**src/include/pax_map.vh**
```
// Register map, field positions and reset values of the port auxiliary block.
// Assumes a 32-bit AHB-Lite slave with one register per aligned word.
`ifndef PAX_MAP_VH
`define PAX_MAP_VH

// Register byte offsets
`define PAX_OFS_ANA_LO      8'h00
`define PAX_OFS_ANA_HI      8'h04
`define PAX_OFS_PULLUP      8'h08
`define PAX_OFS_CHG_EN      8'h0C
`define PAX_OFS_CTRL        8'h10
`define PAX_OFS_PORT        8'h14
`define PAX_OFS_DIR         8'h18
`define PAX_OFS_STAT        8'h1C

// Decoded address bits
`define PAX_ADDR_W          8

// Reset values
`define PAX_RST_ANA_LO      8'hFF
`define PAX_RST_ANA_HI      4'hF
`define PAX_RST_PULLUP      6'h37
`define PAX_RST_CHG_EN      6'h00
`define PAX_RST_DIR         6'h3F
`define PAX_RST_OUT         6'h00

// Implemented pull-up bits and the bits that read as one in crystal modes
`define PAX_PULLUP_MASK     6'h37
`define PAX_XTAL_MASK       6'h30

// Control register fields
`define PAX_CTRL_PU_DIS     0
`define PAX_CTRL_GIE        1
`define PAX_CTRL_LPW_EN     2

// Status register fields
`define PAX_STAT_FLAG       0
`define PAX_STAT_MISM       1
`define PAX_STAT_SLEEP      2

// Pin roles
`define PAX_PIN_DED         3
`define PAX_PIN_WAKE        0

// Change-interrupt vector address
`define PAX_INT_VECTOR      16'h0004

// AHB-Lite codes
`define PAX_HTRANS_NONSEQ   2'b10
`define PAX_HRESP_OKAY      1'b0

`endif

```
**src/verilog/pax_port_aux.v**
```verilog
// Auxiliary logic of a six-pin port: weak pull-ups, change detection with
// a shared flag, analog select gating and the low-power wake current sink.
// Assumes pins already synchronous to hclk; registers reached over AHB-Lite
// with a single slave, zero wait states, whole-word transfers only.
`include "pax_map.vh"

// How it works
// - Pins 0,1,2,4,5 each have a weak pull-up enabled by its own bit.
// - A pull-up is forced off while that pin is an output.
// - Pull-ups need the global gate; power-on reset leaves them all disabled.
// - Dedicated input pin pull-up follows master-clear mode only, no software control.
// - Pull-up register holds bits 5,4,2,1,0; bits 7,6,3 read zero.
// - In crystal modes pull-up bits 5 and 4 read as one.
// - Six change-interrupt enables, one per pin, cleared on power-on reset.
// - Enabled pins are compared with the last-read latch; mismatches ORed set flag.
// - A lasting mismatch keeps setting the flag; a port read relatches the pins.
// - Master-clear and brown-out resets keep the latch and the flag but clear the change enables.
// - A change coinciding with a port read is compared with the old latch and still sets the flag.
// - A port change condition wakes the device from sleep.
// - In crystal modes change-enable bits 5 and 4 read as one.
// - The change interrupt is recognised only with global interrupt enable set.
// - An analog-selected pin loses digital input, pull-up and change detection.
// - Cleared analog bit means digital; high register has four bits, 7-4 read zero.
// - Low-power wake enable turns on the current sink on pin 0.
// - Pin 0 falling below threshold wakes; with global enable it vectors to 0004h.
// - Analog-selected pins read zero on every digital port read.
// - Direction one makes a pin an input, zero an output.
module pax_port_aux #(
	parameter NPIN = 6
) (
	// Clock and resets
	input  wire                  hclk,
	input  wire                  hresetn,
	input  wire                  soft_rst,
	// AHB-Lite slave
	input  wire                  hsel,
	input  wire [31:0]           haddr,
	input  wire [1:0]            htrans,
	input  wire                  hwrite,
	input  wire [2:0]            hsize,
	input  wire [31:0]           hwdata,
	input  wire                  hready,
	output wire                  hreadyout,
	output wire                  hresp,
	output reg  [31:0]           hrdata,
	// Device configuration and core state
	input  wire                  cfg_master_clear,
	input  wire                  cfg_crystal_mode,
	input  wire                  sleep_mode,
	// Pins
	input  wire [NPIN-1:0]       pin_in,
	output reg  [NPIN-1:0]       pin_out,
	output reg  [NPIN-1:0]       pin_oe,
	output reg  [NPIN-1:0]       pullup_on,
	output reg                   wake_sink_on,
	// Core requests
	output wire                  int_req,
	output wire                  wake_req
);

	// Map analog select bits onto port pins: AN0-2 on pins 0-2, AN3 on pin 4
	function [NPIN-1:0] ana_of_pin;
		input [7:0] ana_lo;
		begin
			ana_of_pin = {1'b0, ana_lo[3], 1'b0, ana_lo[2], ana_lo[1], ana_lo[0]};
		end
	endfunction

	// Software registers
	reg [7:0]      ana_lo_q;
	reg [3:0]      ana_hi_q;
	reg [NPIN-1:0] pullup_q;
	reg [NPIN-1:0] chg_en_q;
	reg [NPIN-1:0] dir_q;
	reg [NPIN-1:0] out_q;
	reg            pu_dis_q;
	reg            gie_q;
	reg            lpw_en_q;
	// Change detection state
	reg [NPIN-1:0] last_rd_q;
	reg            flag_q;
	// Bus data phase
	reg            wr_pend_q;
	reg [7:0]      wr_addr_q;

	wire [NPIN-1:0] ana_pin;
	wire [NPIN-1:0] pin_dig;
	wire [NPIN-1:0] chg_live;
	wire [NPIN-1:0] mism_vec;
	wire            mism_any;
	wire            addr_ph;
	wire [7:0]      addr_lo;
	wire            rd_port;
	wire            wr_port;
	wire            wr_stat;
	wire [NPIN-1:0] xtal_rd;
	reg  [31:0]     rd_mux;

	assign ana_pin  = ana_of_pin(ana_lo_q);
	// Digital input path: analog pins and the master-clear pin read zero
	assign pin_dig  = pin_in & ~ana_pin &
		~({{(NPIN-1){1'b0}}, cfg_master_clear} << `PAX_PIN_DED);
	assign chg_live = chg_en_q & ~ana_pin;
	assign mism_vec = (pin_dig ^ last_rd_q) & chg_live;
	assign mism_any = |mism_vec;

	// Bus decode
	assign addr_ph  = hsel & hready & (htrans == `PAX_HTRANS_NONSEQ);
	assign addr_lo  = haddr[7:0];
	assign rd_port  = addr_ph & ~hwrite & (addr_lo == `PAX_OFS_PORT);
	assign wr_port  = wr_pend_q & (wr_addr_q == `PAX_OFS_PORT);
	assign wr_stat  = wr_pend_q & (wr_addr_q == `PAX_OFS_STAT) & hwdata[`PAX_STAT_FLAG];
	assign xtal_rd  = cfg_crystal_mode ? `PAX_XTAL_MASK : {NPIN{1'b0}};
	assign hreadyout = 1'b1;
	assign hresp     = `PAX_HRESP_OKAY;

	// Read data selected in the address phase, held in the data phase
	always @* begin
		rd_mux = 32'h0000_0000;
		case (addr_lo)
			`PAX_OFS_ANA_LO: rd_mux[7:0] = ana_lo_q;
			`PAX_OFS_ANA_HI: rd_mux[3:0] = ana_hi_q;
			`PAX_OFS_PULLUP: rd_mux[NPIN-1:0] =
				(pullup_q | xtal_rd) & `PAX_PULLUP_MASK;
			`PAX_OFS_CHG_EN: rd_mux[NPIN-1:0] = chg_en_q | xtal_rd;
			`PAX_OFS_CTRL: begin
				rd_mux[`PAX_CTRL_PU_DIS] = pu_dis_q;
				rd_mux[`PAX_CTRL_GIE]    = gie_q;
				rd_mux[`PAX_CTRL_LPW_EN] = lpw_en_q;
			end
			`PAX_OFS_PORT: rd_mux[NPIN-1:0] = pin_dig;
			`PAX_OFS_DIR: rd_mux[NPIN-1:0] =
				dir_q | xtal_rd | ({{(NPIN-1){1'b0}}, 1'b1} << `PAX_PIN_DED);
			`PAX_OFS_STAT: begin
				rd_mux[`PAX_STAT_FLAG]  = flag_q;
				rd_mux[`PAX_STAT_MISM]  = mism_any;
				rd_mux[`PAX_STAT_SLEEP] = sleep_mode;
			end
			default: rd_mux = 32'h0000_0000;
		endcase
	end

	always @(posedge hclk or negedge hresetn) begin
		if (!hresetn) begin
			wr_pend_q <= 1'b0;
			wr_addr_q <= 8'h00;
			hrdata    <= 32'h0000_0000;
		end else begin
			wr_pend_q <= addr_ph & hwrite;
			if (addr_ph) begin
				wr_addr_q <= addr_lo;
			end
			if (addr_ph & ~hwrite) begin
				hrdata <= rd_mux;
			end
		end
	end

	// Configuration registers; master-clear and brown-out restore the same values except out_q, which they keep
	always @(posedge hclk or negedge hresetn) begin
		if (!hresetn) begin
			ana_lo_q <= `PAX_RST_ANA_LO;
			ana_hi_q <= `PAX_RST_ANA_HI;
			pullup_q <= `PAX_RST_PULLUP;
			chg_en_q <= `PAX_RST_CHG_EN;
			dir_q    <= `PAX_RST_DIR;
			out_q    <= `PAX_RST_OUT;
			pu_dis_q <= 1'b1;
			gie_q    <= 1'b0;
			lpw_en_q <= 1'b0;
		end else if (soft_rst) begin
			ana_lo_q <= `PAX_RST_ANA_LO;
			ana_hi_q <= `PAX_RST_ANA_HI;
			pullup_q <= `PAX_RST_PULLUP;
			chg_en_q <= `PAX_RST_CHG_EN;
			dir_q    <= `PAX_RST_DIR;
			pu_dis_q <= 1'b1;
			gie_q    <= 1'b0;
			lpw_en_q <= 1'b0;
		end else if (wr_pend_q) begin
			case (wr_addr_q)
				`PAX_OFS_ANA_LO: ana_lo_q <= hwdata[7:0];
				`PAX_OFS_ANA_HI: ana_hi_q <= hwdata[3:0];
				`PAX_OFS_PULLUP: pullup_q <= hwdata[NPIN-1:0] & `PAX_PULLUP_MASK;
				`PAX_OFS_CHG_EN: chg_en_q <= hwdata[NPIN-1:0];
				`PAX_OFS_CTRL: begin
					pu_dis_q <= hwdata[`PAX_CTRL_PU_DIS];
					gie_q    <= hwdata[`PAX_CTRL_GIE];
					lpw_en_q <= hwdata[`PAX_CTRL_LPW_EN];
				end
				`PAX_OFS_PORT: out_q <= hwdata[NPIN-1:0];
				`PAX_OFS_DIR:  dir_q <= hwdata[NPIN-1:0];
				default: ;
			endcase
		end
	end

	// Last-read latch: only power-on clears it; any port access relatches it.
	// A change landing in the read cycle is compared against the old value,
	// so it still sets the flag and no window is lost.
	always @(posedge hclk or negedge hresetn) begin
		if (!hresetn) begin
			last_rd_q <= {NPIN{1'b0}};
		end else if (rd_port | wr_port) begin
			last_rd_q <= pin_dig;
		end
	end

	// Shared change flag: a mismatch in the clearing cycle wins over the clear
	always @(posedge hclk or negedge hresetn) begin
		if (!hresetn) begin
			flag_q <= 1'b0;
		end else begin
			flag_q <= mism_any | (flag_q & ~wr_stat);
		end
	end

	assign int_req  = flag_q & gie_q;
	assign wake_req = sleep_mode & (flag_q | mism_any);

	// Pin drivers and pull-ups
	genvar i;
	generate
		for (i = 0; i < NPIN; i = i + 1) begin : g_pin
			always @(posedge hclk or negedge hresetn) begin
				if (!hresetn) begin
					pin_out[i]   <= 1'b0;
					pin_oe[i]    <= 1'b0;
					pullup_on[i] <= 1'b0;
				end else if (i == `PAX_PIN_DED) begin
					pin_out[i]   <= 1'b0;
					pin_oe[i]    <= 1'b0;
					pullup_on[i] <= cfg_master_clear;
				end else begin
					pin_out[i]   <= out_q[i];
					pin_oe[i]    <= ~dir_q[i];
					pullup_on[i] <= pullup_q[i] & dir_q[i] & ~pu_dis_q
						& ~ana_pin[i];
				end
			end
		end
	endgenerate

	// Current sink on pin 0 for RC-timed wake-up
	always @(posedge hclk or negedge hresetn) begin
		if (!hresetn) begin
			wake_sink_on <= 1'b0;
		end else begin
			wake_sink_on <= lpw_en_q;
		end
	end

endmodule

```
**config.mk**
```make
export PLATFORM = sky130hd
export DESIGN_NAME = pax_port_aux
export DESIGN_NICKNAME = d
export VERILOG_FILES = /design/src/verilog/pax_port_aux.v
export VERILOG_INCLUDE_DIRS = /design/src /design/src/include
export SDC_FILE = /design/constraint.sdc
export NUM_CORES = 1
export LEC_CHECK = 0
export BUFFER_PORTS_ARGS = -buffer_cell sky130_fd_sc_hd__buf_4
export CORE_MARGIN = 2
export CORE_UTILIZATION = 45
export CTS_CLUSTER_SIZE = 8
export DETAILED_ROUTE_END_ITERATION = 16
export GPL_ROUTABILITY_DRIVEN = 0
export PLACE_DENSITY = 0.83
export REMOVE_ABC_BUFFERS = 1
export SLEW_MARGIN = 20
export SYNTH_ARGS = -nofsm -noshare
export SYNTH_HDL_FRONTEND = slang
export SYNTH_SLANG_ARGS = --single-unit
```
**constraint.sdc**
```tcl
create_clock -name hclk -period 1.85 [get_ports hclk]
set_input_delay 0.185 -clock hclk [delete_from_list [all_inputs] [get_ports hclk]]
set_output_delay 0.185 -clock hclk [all_outputs]
set_load 0.005 [all_outputs]
```
==> results.md <==
Critical path:
- The endpoint class of the critical path is a primary output.
- The worst reg-to-reg path cell count is 6.
- In this run the number of cells on the critical path is 5.
- The critical path in this run is classified as flop to primary output.
- The required time at the endpoint of the critical path is 1.66 ns.
- The startpoint of the lowest-slack register-to-register path is wr_addr_q[7].
- On the critical path the largest part of the delay comes from compound AO/OA/AOI/OAI gates.
- The critical path goes through nor2b_1 -> a222oi_1 -> o211ai_1 -> o21a_1 -> buf_4.
- The worst register-to-register path ends at out_q[4].
- On the critical path, the stage with the largest delay is an instance of sky130_fd_sc_hd__dfstp_2.
- For this run, the slowest stage of the critical path takes 0.53 ns.
- The largest driver fanout on the critical path is 2.
- The startpoint of the most critical setup path is ana_lo_q[0].
- The minimum setup slack among reg-to-reg paths is 0.04 ns.
- The number of buffers and inverters on the critical path is 1.
- The worst setup path is launched from a flop.
- The arrival time at the worst endpoint is 1.80 ns.
- The most critical setup path has its endpoint at wake_req.

Timing:
- The worst hold slack across all endpoints is 0.0779 ns.
- The number of hold-slack violations in the final timing report is 0.
- Setup repair after global routing could not meet its margin everywhere.
- Across all setup checks in the final design, the least slack found is -0.134 ns.
- In this run the tightest slew margin relative to its limit is 49.1%.
- The post-layout minimum cycle time is 1.98 ns.
- Between clock sinks in the finished design, the worst skew comes to 0.0106 ns.
- Static timing analysis puts the maximum clock frequency at 0.504 GHz.
- The final worst-path cycle share is 107%.
- The slew at the pin closest to its max-slew limit is 0.763 ns.
- The max-slew violation total from the final report was 0.
- The setup TNS after final layout is -0.134 ns.
- The total of endpoints with negative setup slack in the final report is 1.

Placed design:
- At the placement stage, the worst setup path has a slack of -0.00235 ns.
- Port buffering added 59 buffers.
- Once detailed placement completed, the half-perimeter wirelength came to 6.72 mm.

Pwr:
- For this design the static power due to leakage is 2.26 nW.
- The power density normalized to cell area is 779 mW/mm².
- The part of the total power dissipated in sequential elements is 50.7%.
- IR analysis of the VDD net gives a maximum drop of 0.493 mV.
- The switching power of the nets is 0.899 mW.
- Net switching is 25.0% of the power.
- The clock network is responsible for 39.1% of the overall power.
- The total power of the final layout is 3.60 mW.
- The cell-internal power is 2.70 mW.
- The combinational power share is 10.3%.

Outcome:
- The checks that failed: negative setup slack.
- The flow ran to the end, but the final reports show violations.

Synth:
- In this run, synthesis produced a sequential element count of 77.
- Sequential elements use 51.9% of the synthesized area.
- Synthesis instantiated 52 different standard cells from the library.
- The mean instance size in the synthesized netlist is 10.6 µm².
- The most used flip-flop cell after synthesis is sky130_fd_sc_hd__dfrtp_1.
- The synthesized netlist occupies a cell area of 0.00377 mm².
- The number of flops mapped to enable cells by yosys is 0.
- After synthesis, the share of flip-flops with an asynchronous set or reset is 100%.
- The number of warnings reported in the yosys synthesis log is 0.
- The gate count of the mapped netlist is 354.

Clock tree:
- The H-tree depth reported by CTS is 3.
- The clock latency reported for the late side of the worst-skew pair is 0.36 ns.
- The clock tree from TritonCTS is built.
- TritonCTS created 9 clock buffers.
- The longest clock path from root to sink contains 2 buffers.
- The cell chosen for the clock root is sky130_fd_sc_hd__clkbuf_8.
- The clock sink total is 77.
- The clock-pin slew reported for the worst setup and hold paths after clock tree synthesis is 0.07 ns.

Cells and area:
- The net count of the finished layout is 511.
- The number of inserted filler cells in the final layout is 662.
- From synthesis to final layout, the design area changed by 22.6%.
- The final core area utilization is 56.5%.
- Of the cells placed in the final design, the portion with a size suffix greater than 1 is 33.8%.
- The number of antenna diodes in the final layout is 0.

Drt:
- The number of vias per cell is 5.52.
- The number of search-and-repair iterations in the first detailed-routing pass is 6.
- The count of unresolved DRC violations after routing is 0.
- The detail route stage leaves a number of antenna-violating nets equal to 0.
- Summed over all nets, wire length on met3 after detailed routing comes to 654 µm.
- After the first detailed-routing iteration, the DRC count stood at 364.
- Signal routing reaches up to met4.
- For this block, the routed nets add up to 9.40 mm of wire.
- The met1 wire length is 3.96 mm.
- Summing over every cut layer, the via total after detailed routing is 2965.
- The final routed wire length divided by cell count is 17.5 µm.
- The routed design uses 4.63 mm of met2 wire.

Hold path:
- The class of the tightest hold or removal check is input pin to flop.
- The cell depth of the worst min-delay path is 3.
- The startpoint of the most critical hold path is hwdata[7].

Global route:
- The largest net degree at the start of global routing is 41.
- The remaining global-route overflow is 0.
- The initial antenna violation count came to 0.
- Global routing consumed, over all layers together, 21.4% of the routing resources.
- The first global-routing pass estimated 14.4 mm of wire.
- The via count of the first global-routing pass came to 2841.

Run:
- The max capacitance violation total is 0.

Floorplan:
- In this run the count of I/O pins placed on the die edge is 139.
- The number of cell rows is 33.
- For this configuration, the core starts out at a cell density of 46.1%.
- The core area is 0.00818 mm².
- The vertical die dimension is 95.5 µm.
- The die is 95.5 µm wide.
- The area enclosed by the die boundary is 0.00912 mm².
[kinds of logic (layout without fill, tap and decap cells)]
logic type / count (synthesis) / in the layout / share of synthesized area (%)
multiplexers: 38 / 38 / 10.8
AO/OA/AOI/OAI: 53 / 53 / 9.50
XOR/XNOR: 6 / 6 / 1.40
buffers and inverters: 51 / 103 / 7.97
flip-flops: 77 / 77 / 51.9
AND/OR/NAND/NOR: 127 / 127 / 18.2
other: 2 / 28 / 0.199
[flip-flops by register name, summed over array words and instances, names as in the netlist, 6 cells and up]
| register | flops |
|---|---|
| last_rd_q | 6 |
| wr_addr_q | 8 |
| ana_lo_q | 8 |
| hrdata | 8 |
| pullup_on | 6 |
| chg_en_q | 6 |
[cells in the final DEF (no fill, tap or decap), types with 3 or more instances in the layout]
| cell type | Yosys | layout |
|---|---|---|
| sky130_fd_sc_hd__nand4_1 | 3 | 3 |
| sky130_fd_sc_hd__conb_1 | 2 | 28 |
| sky130_fd_sc_hd__a21oi_1 | 12 | 12 |
| sky130_fd_sc_hd__nor2_1 | 17 | 16 |
| sky130_fd_sc_hd__dfstp_2 | 23 | 23 |
| sky130_fd_sc_hd__a22oi_1 | 3 | 3 |
| sky130_fd_sc_hd__o211ai_1 | 7 | 7 |
| sky130_fd_sc_hd__dfrtp_1 | 54 | 54 |
| sky130_fd_sc_hd__nor3_1 | 3 | 3 |
| sky130_fd_sc_hd__nand2b_1 | 3 | 3 |
| sky130_fd_sc_hd__mux2_2 | 21 | 16 |
| sky130_fd_sc_hd__a32oi_1 | 3 | 3 |
| sky130_fd_sc_hd__mux2i_1 | 17 | 17 |
| sky130_fd_sc_hd__clkbuf_8 | 0 | 9 |
| sky130_fd_sc_hd__buf_4 | 28 | 71 |
| sky130_fd_sc_hd__xor2_1 | 5 | 5 |
| sky130_fd_sc_hd__nor2b_1 | 11 | 11 |
| sky130_fd_sc_hd__mux2_4 | 0 | 5 |
| sky130_fd_sc_hd__and3_1 | 5 | 5 |
| sky130_fd_sc_hd__nand3_1 | 23 | 23 |
| sky130_fd_sc_hd__nor4b_1 | 4 | 4 |
| sky130_fd_sc_hd__inv_1 | 10 | 10 |
| sky130_fd_sc_hd__o21ai_0 | 12 | 12 |
| sky130_fd_sc_hd__nand2_1 | 41 | 40 |
[cell usage after synthesis, drive strengths merged, types with 2 or more instances]
cell | n | area (µm²)
or3b | 2 | 17.5
nor4b | 5 | 58.8
nand2 | 41 | 154
o21a | 2 | 15.0
inv | 10 | 37.5
mux2i | 17 | 170
clkbuf | 9 | 33.8
nand4 | 3 | 18.8
nand3 | 24 | 125
nor2 | 18 | 70.1
dfstp | 23 | 604
a22oi | 3 | 22.5
nor2b | 11 | 68.8
a221o | 2 | 20.0
a32oi | 3 | 26.3
and2 | 2 | 12.5
o31ai | 2 | 15.0
and3 | 5 | 31.3
a21oi | 13 | 68.8
nand2b | 3 | 18.8
conb | 2 | 7.51
nand3b | 2 | 15.0
mux2 | 21 | 236
a222oi | 2 | 20.0
nor3 | 4 | 25.0
or3 | 2 | 12.5
buf | 32 | 229
xor2 | 5 | 43.8
o21ai | 12 | 60.1
o211ai | 7 | 52.6
dfrtp | 54 | 1350
[per-stage QoR]
step	std cells	area (µm²)
3_3_place_gp	516	4300
3_5_place_dp	516	4300
6_report	537	4620
2_1_floorplan	339	3600
5_1_grt	537	4620
4_1_cts	535	4540
[power by group through the flow]
stage	Combinational, mW	Clock [mW]	Sequential, mW
floorplan	0.151	0	1.84
global placement	0.343	0	1.84
detailed placement	0.353	0	1.85
CTS	0.357	1.42	1.82
global route	0.408	1.52	1.83
finish	0.369	1.40	1.82
[what timing repair did]
item	in CTS	in global routing
cloned	0	0
hold endpoints to repair	32	0
setup buffers	1	2
endpoints found under the setup margin	3	29
pin swaps	2	6
gates resized for setup	0	15
hold buffers	2	0
[worst min path at each step]
| stage | to | slack (ns) |
|---|---|---|
| floorplan | chg_en_q[0] | -0.11 |
| global placement | pin_oe[1] | 0.18 |
| detailed placement | pin_oe[1] | 0.19 |
| CTS | ana_lo_q[7] | 0.07 |
| global route | ana_lo_q[6] | 0.08 |
| finish | ana_lo_q[7] | 0.08 |
[cell type report]
type | instances | area [µm²] | area share, %
sequential | 77 | 1960 | 42.4
clock inverter | 5 | 85.1 | 1.84
clock buffer | 11 | 131 | 2.85
multi-input combinational | 252 | 1660 | 36.0
inverter | 10 | 37.5 | 0.813
timing repair buffer | 77 | 616 | 13.3
tap | 105 | 131 | 2.85
[worst reg2reg max path: cells and delay by family, from the launching register on]
family,cells,cell delay (ns)
and+or+nand+nor,3,0.66
DFF,1,0.41
buffers and inverters,2,0.34
muxes,1,0.31
[routing by layer]
| layer | vias up | global-route usage (%) |
|---|---|---|
| met5 | - | 0 |
| met4 | 0 | 7.38 |
| met3 | 16 | 3.00 |
| met2 | 132 | 35.6 |
| met1 | 1487 | 28.7 |
| li1 | 1330 | - |
No activity file was read; power rests on OpenSTA's default activity.
